### config.mk
export PLATFORM = sky130hd
export DESIGN_NAME = flt_entry2
export DESIGN_NICKNAME = d
export VERILOG_FILES = /design/src/core/flt_compare.v /design/src/core/flt_entry2.v
export VERILOG_INCLUDE_DIRS = /design/src /design/src/core
export SDC_FILE = /design/constraint.sdc
export NUM_CORES = 1
export LEC_CHECK = 0
export BUFFER_PORTS_ARGS = -buffer_cell sky130_fd_sc_hd__buf_4
export CAP_MARGIN = 20
export CORE_MARGIN = 2
export CORE_UTILIZATION = 55
export CTS_CLUSTER_DIAMETER = 120
export DETAILED_ROUTE_END_ITERATION = 8
export GPL_TIMING_DRIVEN = 0
export PLACE_DENSITY = 0.89
export SYNTH_ARGS = -nofsm -noshare
export SYNTH_HDL_FRONTEND = slang
export SYNTH_SLANG_ARGS = --single-unit
### constraint.sdc
create_clock -name clk_i -period 8.75 [get_ports clk_i]
set_clock_uncertainty 0.2 [all_clocks]
set_input_delay 0 -clock clk_i [delete_from_list [all_inputs] [get_ports clk_i]]
set_output_delay 0 -clock clk_i [all_outputs]
set_load 0.1 [all_outputs]
### src/core/flt_defines.vh
// How it works
// low-res temperature mode: limit bit 7 reads zero and is ignored
// high-res limit is half-degree steps to 127.5; low-res whole degrees to 127
// temperature above entry-two limit drives fan duty from paired duty register
// compare uses 9 temperature bits in high-res, 8 bits in low-res
// limit is non-negative; temperature sign bit taken as zero
// table temperature offset register is added to the limit
// high-res duty joins upper two bits with lower six; low-res upper read zero
// extended duty bits act only while 22.5 kHz pwm frequency is selected
// low-res duty uses bits 5:0 of the duty register
// reset loads limit 0x7f and duty 0x3f
// hysteresis in 1 degree steps, max 31, reset 10, on falling temperature
// entry writes accepted only while table write enable is set
`ifndef FLT_DEFINES_VH
`define FLT_DEFINES_VH
`define FLT_ADDR_LIMIT    8'h52
`define FLT_ADDR_DUTY     8'h53
`define FLT_ADDR_OFFSET   8'h4e
`define FLT_ADDR_HYST     8'h4f
`define FLT_ADDR_CTRL     8'h4a
`define FLT_ADDR_STATUS   8'h70
`define FLT_RST_LIMIT     8'h7f
`define FLT_RST_DUTY      8'h3f
`define FLT_RST_OFFSET    8'h00
`define FLT_RST_HYST      5'h0a
`define FLT_RST_CTRL      8'h00
`define FLT_CTRL_WREN     5
`define FLT_CTRL_TEMP_HI  0
`define FLT_CTRL_DUTY_HI  1
`define FLT_CTRL_F22K5    2
`define FLT_HALF_BIT      7
`define FLT_EXT_MSB       7
`define FLT_EXT_LSB       6
`define FLT_BASE_MSB      5
`endif

### src/core/flt_compare.v
`timescale 1ns/1ps
`include "flt_defines.vh"
// temperature vs limit with hysteresis, all in half-degree units
module flt_compare (
  input  wire        clk_i,
  input  wire        rst_i,
  input  wire [10:0] temp_i,
  input  wire [7:0]  limit_i,
  input  wire [7:0]  offset_i,
  input  wire [4:0]  hyst_i,
  input  wire        temp_hi_i,
  output reg         above_o
);
  reg  [10:0] temp_eff;
  reg  [10:0] lim_eff;
  wire [10:0] hyst_h = {5'h00, hyst_i, 1'b0};
  wire [10:0] lo_thr;
  always @* begin
    // temp_i: bit10 sign, [9:2] degrees, [1] half; sign dropped
    if (temp_hi_i)
      temp_eff = {2'b00, temp_i[9:2], temp_i[1]};
    else
      temp_eff = {2'b00, temp_i[9:2], 1'b0};
    if (temp_hi_i)
      lim_eff = {3'b000, limit_i};
    else
      lim_eff = {3'b000, limit_i[6:0], 1'b0};
    lim_eff = lim_eff + {2'b00, offset_i, 1'b0};
  end
  assign lo_thr = (lim_eff > hyst_h) ? lim_eff - hyst_h : 11'h000;
  always @(posedge clk_i) begin
    if (rst_i)
      above_o <= 1'b0;
    else if (temp_eff > lim_eff)
      above_o <= 1'b1;
    else if (temp_eff <= lo_thr)
      above_o <= 1'b0;
  end
endmodule

### src/core/flt_entry2.v
// Chosen here: register access over Wishbone.
`timescale 1ns/1ps
`include "flt_defines.vh"
// second table entry, wishbone classic slave, 8-bit data in low byte
module flt_entry2 (
  input  wire        clk_i,
  input  wire        rst_i,
  input  wire [7:0]  adr_i,
  input  wire [31:0] dat_i,
  input  wire [3:0]  sel_i,
  input  wire        we_i,
  input  wire        cyc_i,
  input  wire        stb_i,
  output reg  [31:0] dat_o,
  output reg         ack_o,
  output reg         err_o,
  input  wire [10:0] temp_i,
  output reg         fan_active_o,
  output reg  [7:0]  fan_duty_o
);
  reg  [7:0] limit_q;
  reg  [7:0] duty_q;
  reg  [7:0] offset_q;
  reg  [4:0] hyst_q;
  reg  [7:0] ctrl_q;
  wire       above;
  wire       req  = cyc_i & stb_i & ~ack_o & ~err_o;
  wire       wr   = req & we_i & sel_i[0];
  wire       wren = ctrl_q[`FLT_CTRL_WREN];
  wire       t_hi = ctrl_q[`FLT_CTRL_TEMP_HI];
  wire       d_hi = ctrl_q[`FLT_CTRL_DUTY_HI];
  wire       f22  = ctrl_q[`FLT_CTRL_F22K5];
  reg  [7:0] limit_rd;
  reg  [7:0] duty_rd;
  reg  [7:0] duty_eff;
  reg  [7:0] rd;
  reg        hit;

  always @* begin
    limit_rd = t_hi ? limit_q : {1'b0, limit_q[6:0]};
    duty_rd  = d_hi ? duty_q : {2'b00, duty_q[`FLT_BASE_MSB:0]};
    if (d_hi && f22)
      duty_eff = {duty_q[`FLT_EXT_MSB:`FLT_EXT_LSB],
                  duty_q[`FLT_BASE_MSB:0]};
    else
      duty_eff = {2'b00, duty_q[`FLT_BASE_MSB:0]};
  end

  always @* begin
    hit = 1'b1;
    rd  = 8'h00;
    case (adr_i)
      `FLT_ADDR_LIMIT:  rd = limit_rd;
      `FLT_ADDR_DUTY:   rd = duty_rd;
      `FLT_ADDR_OFFSET: rd = offset_q;
      `FLT_ADDR_HYST:   rd = {3'b000, hyst_q};
      `FLT_ADDR_CTRL:   rd = ctrl_q;
      `FLT_ADDR_STATUS: rd = {7'h00, fan_active_o};
      default:          hit = 1'b0;
    endcase
  end

  always @(posedge clk_i) begin
    if (rst_i) begin
      limit_q  <= `FLT_RST_LIMIT;
      duty_q   <= `FLT_RST_DUTY;
      offset_q <= `FLT_RST_OFFSET;
      hyst_q   <= `FLT_RST_HYST;
      ctrl_q   <= `FLT_RST_CTRL;
      ack_o    <= 1'b0;
      err_o    <= 1'b0;
      dat_o    <= 32'h0000_0000;
    end else begin
      ack_o <= req & hit;
      err_o <= req & ~hit;
      dat_o <= (req & hit & ~we_i) ? {24'h000000, rd} : 32'h0000_0000;
      if (wr && hit) begin
        case (adr_i)
          `FLT_ADDR_LIMIT:
            if (wren)
              limit_q <= t_hi ? dat_i[7:0]
                              : {1'b0, dat_i[6:0]};
          `FLT_ADDR_DUTY:
            if (wren)
              duty_q <= d_hi ? dat_i[7:0]
                             : {2'b00, dat_i[5:0]};
          `FLT_ADDR_OFFSET: offset_q <= dat_i[7:0];
          `FLT_ADDR_HYST:   hyst_q <= dat_i[4:0];
          `FLT_ADDR_CTRL:   ctrl_q <= dat_i[7:0];
          default:          ctrl_q <= ctrl_q;
        endcase
      end
    end
  end

  flt_compare u_cmp (
    .clk_i     (clk_i),
    .rst_i     (rst_i),
    .temp_i    (temp_i),
    .limit_i   (limit_q),
    .offset_i  (offset_q),
    .hyst_i    (hyst_q),
    .temp_hi_i (t_hi),
    .above_o   (above)
  );

  // one cycle after the compare flop so outputs stay registered
  always @(posedge clk_i) begin
    if (rst_i) begin
      fan_active_o <= 1'b0;
      fan_duty_o   <= 8'h00;
    end else begin
      fan_active_o <= above;
      fan_duty_o   <= above ? duty_eff : 8'h00;
    end
  end
endmodule

==> metrics list, run 1 <==
- Outcome: finished clean
- The total count of hold-check failures in the final report came to 0.
- Die span in x: about 84 µm
- Wire segments on met2 add up to 4.64 mm in the final route.
- Setup slack on the critical path of the routed design comes to 3.54 ns.
- Counting flops with an async set or reset pin after synthesis yields a share of 0%.
* Num ports: ~100
- Area fraction of the dominant cell type after synthesis: approximately a third
- Port buffering added 48 buffers.
- Unique cell type count in the Yosys netlist: 59
- After clock tree synthesis, the clock-pin slew on the worst setup and hold paths is roughly 0.060 ns.
- Summed over all cells, the static leakage comes to between 2 and 2.5 nW.
* Peak supply drop: about 170 µV
- After detailed routing, the number of remaining DRC violations is 0.
- Share of synthesized area occupied by flip-flops and latches: about a third
* Power density cells: roughly 140 nW/µm²
- In the synthesized netlist, the number of instances is approximately 410.
* Setup repair bufs after CTS: 0
* Wire length of the first global-routing pass: between 15 and 20 mm
- Measured along the y axis, the die boundary spans approximately 84 µm.
- The worst path uses between 50 and 60% of the clock period.
- Inserted Diodes: 0
* Effective utilization at floorplan: 56.3%
- Global routing used between 20% and 30% of the available tracks across all layers.
* Worst max-slew margin expressed relative to the limit: between 50 and 60%
* Pre-CTS worst setup slack: approximately 3.7 ns
- Max Freq: 192 MHz
- Number of synthesized register bits: between 50 and 60
* Iteration-0 DRC count of the detailed router: roughly 380
- Dividing the detail-routed via count by the number of cells gives roughly 5.9.
- The detailed router put a total of between 3 and 4 mm of wire on met1.
* Clock tree from TritonCTS: done
* Final Wtd Congestion: between 0.9 and 1
- Yosys attributes the largest share of cell area to sky130_fd_sc_hd__dfxtp_1 32%, sky130_fd_sc_hd__ha_1 11%, sky130_fd_sc_hd__buf_4 5.1%.
- Dividing the detail-routed wire length by the instance count gives 16.2 µm.
- Post-synth EDFFs: 0
* Total number of yosys warnings: 0
- The mapped netlist covers 3550 µm².
- Dividing the synthesized area by the synthesized cell count gives ~8.6 µm².
- The wire-length estimate of the detail-placed layout is ~6.8 mm.
- Total iterations of the first detailed-routing run: 7
- Setup total negative slack on the finished layout was measured at 0 ns.
* Library cell used as clock root buffer: sky130_fd_sc_hd__clkbuf_8
- Leading cell type by number of instances after synthesis: sky130_fd_sc_hd__dfxtp_1
* Floorplan row count: 29
- Final Max Slew Viols: 0
- Unrepaired setup endpoints after global routing: no
- Entering global routing, the biggest net connects 11 pins.
- Once detail routing completed, the nets flagged for antenna violations numbered 0.
* Max Fanout on Critical Path: 10
- The number of global-route vias before repair is roughly 3500.
- H-tree depth: 3
* Most used standard cells in the synthesized netlist: 57 x sky130_fd_sc_hd__dfxtp_1, 33 x sky130_fd_sc_hd__a21oi_1, 32 x sky130_fd_sc_hd__nand2_1, 32 x sky130_fd_sc_hd__nor2_1, 30 x sky130_fd_sc_hd__ha_1
- Ratio of cells with drive above 1 in the final layout: between 20% and 30%
* Max-cap viol count: 0
- The most used flip-flop cell after synthesis is sky130_fd_sc_hd__dfxtp_1.
* Area of the die: 7120 µm²
- Time the final worst path needs with I/O delays and setup: ~5.2 ns
- In this run the worst hold path is classified as in2reg.
- Setup violations remaining at the end of the flow were counted as 0.
* Total core area: 6310 µm²
- The routed layout has 3455 vias.
- Met3 routed WL: 890 µm
- Clock sink count: 57
* Antenna violations before repair: 0
* Critical path arrival: about 5.2 ns
- Area added between synthesis and finish: 25.1%
- At the worst endpoint, the required time is 8.76 ns.
- Nature of the critical path endpoint: flip-flop
- Of all cell types, the one taking the most synthesized area is sky130_fd_sc_hd__dfxtp_1.
- At the pin with the least slew margin, the transition time is 0.631 ns.
- Total overflow reported by the global router: 0
- # nets final: 600
- After detailed routing, no signal wire sits above met4.
- The critical path is of the reg2reg type.
* Cts bufs inserted: 9
- Source-to-sink clock delay at the later pin of the worst-skew pair: 0.34 ns
* Largest buffer count on any clock path: 2
- The worst setup path is launched from a flip-flop.
- Wirelength, routed: about 9.6 mm
==> cell type report <==
type	instances	area (µm²)
repair buffers	62	500
inverters	18	67.6
plain buffers	40	241
clock buffers	12	145
fillers	466	1870
clock inverters	3	65.1
multi-input cells	320	2190
well taps	77	96.3
flip-flops and latches	57	1140
==> per-stage QoR <==
stage	utilization, %	power (mW)	cell area [µm²]	std cells	hold WS [ns]
after floorplan	-	0.350	3640	435	-0.0561
after global placement	64.9	0.371	4100	560	0.0773
after detailed placement	64.9	0.372	4100	560	0.0869
after CTS	70.5	0.637	4450	589	0.00213
after global routing	70.5	0.656	4450	589	0.0587
final	70.5	0.639	4450	589	0.0166
==> cell families (layout without fill, tap and decap cells) <==
logic type	after synthesis	count (layout)	synth area share, %
other	1	24	0.105
multiplexers	20	20	5.88
adder cells (fa/ha/maj)	32	32	11.7
XOR/XNOR	9	9	2.43
flip-flops	57	57	32.1
buffers and inverters	58	135	8.69
AO/OA/AOI/OAI	88	88	17.5
AND/OR/NAND/NOR	147	147	21.6
==> critical path, cell delays in order, from the launching register on <==
cell and delay (ns):
sky130_fd_sc_hd__dfxtp_1 0.39, sky130_fd_sc_hd__buf_1 0.50, sky130_fd_sc_hd__mux2_2 0.40, sky130_fd_sc_hd__ha_1 0.21, sky130_fd_sc_hd__fa_1 0.42, sky130_fd_sc_hd__a21o_1 0.25, sky130_fd_sc_hd__a21oi_1 0.21, sky130_fd_sc_hd__xnor2_1 0.17
sky130_fd_sc_hd__ha_1 0.32, sky130_fd_sc_hd__nand2_1 0.11, sky130_fd_sc_hd__nor2_1 0.05, sky130_fd_sc_hd__nand4_1 0.13, sky130_fd_sc_hd__inv_1 0.09, sky130_fd_sc_hd__o2111ai_4 0.29, sky130_fd_sc_hd__nand2_1 0.11, sky130_fd_sc_hd__ha_1 0.32
sky130_fd_sc_hd__nand3_1 0.10, sky130_fd_sc_hd__or3_1 0.38, sky130_fd_sc_hd__o2111ai_1 0.11, sky130_fd_sc_hd__a21oi_1 0.10, sky130_fd_sc_hd__nand4_1 0.12, sky130_fd_sc_hd__o211ai_1 0.11
==> report_power, final <==
| group | switching (mW) | leakage (nW) | internal [mW] |
|---|---|---|---|
| clock network | 0.0994 | 0.106 | 0.166 |
| registers | 0.000693 | 0.461 | 0.262 |
| logic | 0.0808 | 1.50 | 0.0298 |
| total | 0.181 | 2.07 | 0.458 |
==> what timing repair did <==
item / in CTS / in global routing
hold endpoints to repair: 44 / 0
hold buffers: 14 / 0
gates resized for setup: 0 / 0
==> worst paths after layout <==
check | from | end | slack [ns] | cells past startpoint
max | ctrl_q[0]$_SDFFE_PP0P_ | u_cmp.above_o$_SDFFE_PP0P_ | 3.54 | 21
min | adr_i[4] | dat_o[2]$_SDFF_PP0_ | 0.02 | 5
max reg2reg | ctrl_q[0]$_SDFFE_PP0P_ | u_cmp.above_o$_SDFFE_PP0P_ | 3.54 | 21
min reg2reg | ctrl_q[6]$_SDFFE_PP0P_ | ctrl_q[6]$_SDFFE_PP0P_ | 0.27 | 2
==> sequential cells by signal (all words and copies together) (netlist names) <==
| register | cells |
|---|---|
| ack_o | 1 |
| ctrl_q | 8 |
| dat_o | 8 |
| duty_q | 8 |
| err_o | 1 |
| fan_active_o | 1 |
| fan_duty_o | 8 |
| hyst_q | 5 |
| limit_q | 8 |
| offset_q | 8 |
| u_cmp.above_o | 1 |
==> layout by cell type (no fill, tap or decap), types with 13 or more instances in the layout <==
cell and instances:
sky130_fd_sc_hd__nor3_1 13, sky130_fd_sc_hd__nand3_1 15, sky130_fd_sc_hd__ha_1 30, sky130_fd_sc_hd__dfxtp_1 57, sky130_fd_sc_hd__mux2i_1 13, sky130_fd_sc_hd__nand2_1 32, sky130_fd_sc_hd__nor2_1 32, sky130_fd_sc_hd__clkbuf_1 15
sky130_fd_sc_hd__conb_1 24, sky130_fd_sc_hd__dlygate4sd3_1 14, sky130_fd_sc_hd__buf_4 72, sky130_fd_sc_hd__a21oi_1 33, sky130_fd_sc_hd__inv_1 18
==> per-layer routing <==
metal  vias to the layer above  track usage (%)
met4                         0             11.0
li1                       1615                -
met5                         -            0.699
met3                        51             6.19
met1                      1584             34.2
met2                       205             48.4
No activity file was read; power rests on OpenSTA's default activity.
==> inputs of run 2 (changes only) <==
--- a/config.mk
+++ b/config.mk
@@ -9,11 +9,11 @@
 export BUFFER_PORTS_ARGS = -buffer_cell sky130_fd_sc_hd__buf_4
 export CAP_MARGIN = 20
 export CORE_MARGIN = 2
-export CORE_UTILIZATION = 55
+export CORE_UTILIZATION = 47
 export CTS_CLUSTER_DIAMETER = 120
 export DETAILED_ROUTE_END_ITERATION = 8
 export GPL_TIMING_DRIVEN = 0
-export PLACE_DENSITY = 0.89
+export PLACE_DENSITY = 0.81
 export SYNTH_ARGS = -nofsm -noshare
 export SYNTH_HDL_FRONTEND = slang
 export SYNTH_SLANG_ARGS = --single-unit
==> constraint.sdc (replaced) <==
create_clock -name clk_i -period 4.6 [get_ports clk_i]
set_clock_uncertainty 0.2 [all_clocks]
set_input_delay 0 -clock clk_i [delete_from_list [all_inputs] [get_ports clk_i]]
set_output_delay 0 -clock clk_i [all_outputs]
set_load 0.1 [all_outputs]
==> run 2 against run 1 <==
Against the previous run:
- first-iteration DRC count increased by 41%
- sequential power is 90% higher
- final cell count grew 6.6%
- core utilization is 4.6 points lower
- critical path depth stayed put
- global-route usage down 4.8 points
- die area is 16% higher
- clock power up 87%
- critical path type unchanged
- critical endpoint unchanged
- largest power group is now registers
==> metrics list, run 2 (same netlist as run 1, synthesis figures left out) <==
- The run finished with clean final reports.
- Maximum single-stage delay on the critical path: 0.37 ns (-0.13 ns)
* Via count of the first global-routing pass: 3352 (-3.1%)
- The number of nets in the layout was 617 (+2.8%).
- Die Span Y: 91.0 µm (+7.8%)
- Among all stages on the critical path, the largest delay is contributed by sky130_fd_sc_hd__dfxtp_4.
* Wirelength, routed: 10.6 mm (+11%)
- The total setup violations reported at the end of the flow is 0 (unchanged).
- Area added between synthesis and finish: 35.0%
- Walking the worst path, the cells encountered are buf_6 > mux2_2 > ha_2 > fa_2 > a21o_1 > a21oi_2 > xnor2_2 > ha_4 > nand2_2 > nor2_1 > nand4_1 > inv_2 > o2111ai_4 > nand2_2 > ha_4 > a21oi_1 > o211ai_1 > o2111ai_2 > a21oi_2 > nand2_1 > o211ai_1.
* Crit path launch: ctrl_q[0]$_SDFFE_PP0P_
- The met1 track utilization from global routing came to 28.9% (-5.4 points).
- Crit path buf inv count: 2 (unchanged)
* Slew at the pin closest to its max-slew limit: 0.649 ns (+0.0178 ns)
* Ratio of cells with drive above 1 in the final layout: 28.0% (+7.7 points)
- Max-cap viol count: 0 (unchanged)
- The detailed router's first-iteration violation count was 539 (+41%).
* Grt met2 use: 38.9% (-9.5 points)
* H-tree depth: 3 (unchanged)
* Source-to-sink clock delay at the later pin of the worst-skew pair: 0.34 ns (about the same)
- Clock tree from TritonCTS: done
- Worst path required time: 4.66 ns (-4.10 ns)
- The number of sinks on the clock net is 57 (unchanged).
- The count of nets left with antenna violations after detail routing came to 0 (unchanged).
- Power density cells: 252 nW/µm² (+76%)
* Post-route setup slack: 0.0172 ns (-3.52 ns)
- Largest buffer count on any clock path: 2 (unchanged)
* Nature of the critical path endpoint: flip-flop
* Commonest cells after routing, fill and taps aside: 87 x sky130_fd_sc_hd__buf_4, 56 x sky130_fd_sc_hd__dfxtp_1, 32 x sky130_fd_sc_hd__nor2_1, 30 x sky130_fd_sc_hd__nand2_1, 29 x sky130_fd_sc_hd__a21oi_1
- Filler cell count in the final layout: 576 (+24%)
- The width of the die came to 91.0 µm (+7.8%).
- The core box area was 7290 µm² (+15%).
* Number of input and output port buffers inserted: 48 (unchanged)
* Average wire per standard cell: 16.9 µm (+4.2%)
- Category of the worst setup path launch point: flip-flop
- The path class of the tightest hold or removal check is in2reg.
* Max Freq: 218 MHz (+14%)
- The number of diodes added for antenna fixing came to 0 (unchanged).
- Library cell used as clock root buffer: sky130_fd_sc_hd__clkbuf_8
- The critical path in this run is classified as reg2reg.
* Floorplan row count: 31 (+6.9%)
- Worst setup slack for register-to-register paths: 0.02 ns (-3.52 ns)
* Cts bufs inserted: 9 (unchanged)
- Final period util: 99.6% (+40 points)
- Maximum number of pins on one net before global-route repair: 11 (unchanged)
- Global routing usage on met3: 5.73% (-0.47 points)
- R2R cell count: 21 (unchanged)
- Wire length of the first global-routing pass: 15.6 mm (-3.5%)
- The post-place setup slack came to -0.474 ns (-4.16 ns).
- The effective utilization at floorplan is 48.7% (-7.6 points).
* Overall routing resource usage: 23.4% (-4.8 points)
* Peak supply drop: 150 µV (-13%)
- P_leak: 2.17 nW (+4.7%)
- Busiest layer in global routing: met2
- Total iterations of the first detailed-routing run: 5 (-2)
- The startpoint identified for the worst register-to-register timing path is ctrl_q[0]$_SDFFE_PP0P_.
* Time the final worst path needs with I/O delays and setup: 4.58 ns (-0.626 ns)
- The critical path ends at u_cmp.above_o$_SDFFE_PP0P_.
* Endpoint of the most critical register-to-register path: u_cmp.above_o$_SDFFE_PP0P_
- The maximum fanout along the worst path came to 5 (-5).
- The total I/O pin count came to 103 (unchanged).
- Area of the die: 8270 µm² (+16%)
* Final core area utilization: 65.8% (-4.6 points)
- The total count of hold-check failures in the final report is 0 (unchanged).
* Worst max-slew margin expressed relative to the limit: 56.5% (-1.3 points)
- The final HPWL from detailed placement came to 6.88 mm (+0.67%).
- The total DRC errors in the routed layout came to 0 (unchanged).
* Cell family contributing the most delay on the critical path: compound AO/OA/AOI/OAI gates
- Final Max Slew Viols: 0 (unchanged)
- The routed via count was 3656 (+5.8%).
- Via-to-Cell Ratio: 5.82 (-0.75%)
* Most common cell after layout, fill and taps aside: sky130_fd_sc_hd__buf_4
* Total overflow reported by the global router: 0 (unchanged)
- Antenna violations before repair: 0 (unchanged)
- The clock input transition at the sequential cells of the worst setup and hold paths is 0.06 ns (about the same).
- Final Wtd Congestion: 0.889 (-9.3%)
- Stages on worst setup path: 21 (unchanged)
- Critical path arrival: 4.64 ns (-0.58 ns)
==> run 2: cell count changes in the layout (fill, tap and decap cells not counted), sizes merged <==
cell / change
clkbuf: +1
buf: +16
o2111ai: +1
bufinv: -1
==> run 2: timing repair <==
item | in CTS | in global routing
cloned | 1 | 0
setup endpoints to repair | 1 | 1
pin swaps | 3 | 18
hold buffers | 14 | 0
resized for setup | 7 | 28
setup buffers | 4 | 12
endpoints found under the hold margin | 44 | 0
==> run 2: worst min path at each step <==
stage,endpoint,cells after the start,startpoint
floorplan,hyst_q[0]$_SDFFE_PP0P_,2,dat_i[0]
global placement,offset_q[7]$_SDFFE_PP0P_,3,dat_i[7]
finish,dat_o[0]$_SDFF_PP0_,4,adr_i[4]
CTS,dat_o[0]$_SDFF_PP0_,4,adr_i[4]
detailed placement,offset_q[4]$_SDFFE_PP0P_,3,dat_i[4]
global route,dat_o[0]$_SDFF_PP0_,4,adr_i[4]
==> run 2: worst min-delay path: cells and delay by family <==
kind            cells  cell delay [ns]
buf+inv             1             0.11
compound gates      1             0.09
simple gates        2             0.32
==> run 2: stage by stage <==
stage	hold slack, ns	instance area [µm²]	std cells	power [mW]	TNS, ns
2_1_floorplan	-0.0561	3640	435	0.666	0
3_3_place_gp	0.0794	4130	582	0.706	-0.324
3_5_place_dp	0.0828	4130	582	0.708	-0.474
4_1_cts	0.0210	4540	616	1.20	0
5_1_grt	0.0893	4800	628	1.24	-0.162
6_report	0.0213	4800	628	1.21	0
==> run 2: final cells by class <==
cell class	count	area [µm²]	share of cell area [%]
buffer	40	249	5.19
clock buffer	13	179	3.73
clock inverter	2	35.0	0.730
inverter	18	67.6	1.41
multi-input combinational	321	2370	49.5
sequential	57	1140	23.9
tap	99	124	2.58
timing repair buffer	78	624	13.0
==> run 2: power by group <==
group | total, mW | internal (mW) | switching [mW]
Clock | 0.498 | 0.305 | 0.193
Combinational | 0.215 | 0.0585 | 0.156
Sequential | 0.499 | 0.497 | 0.00119
==> run 2: layer usage <==
layer | vias up | wire length, µm
li1 | 1653 | -
met1 | 1688 | 4160
met2 | 253 | 5070
met3 | 62 | 981
met4 | 0 | 416
met5 | - | 0
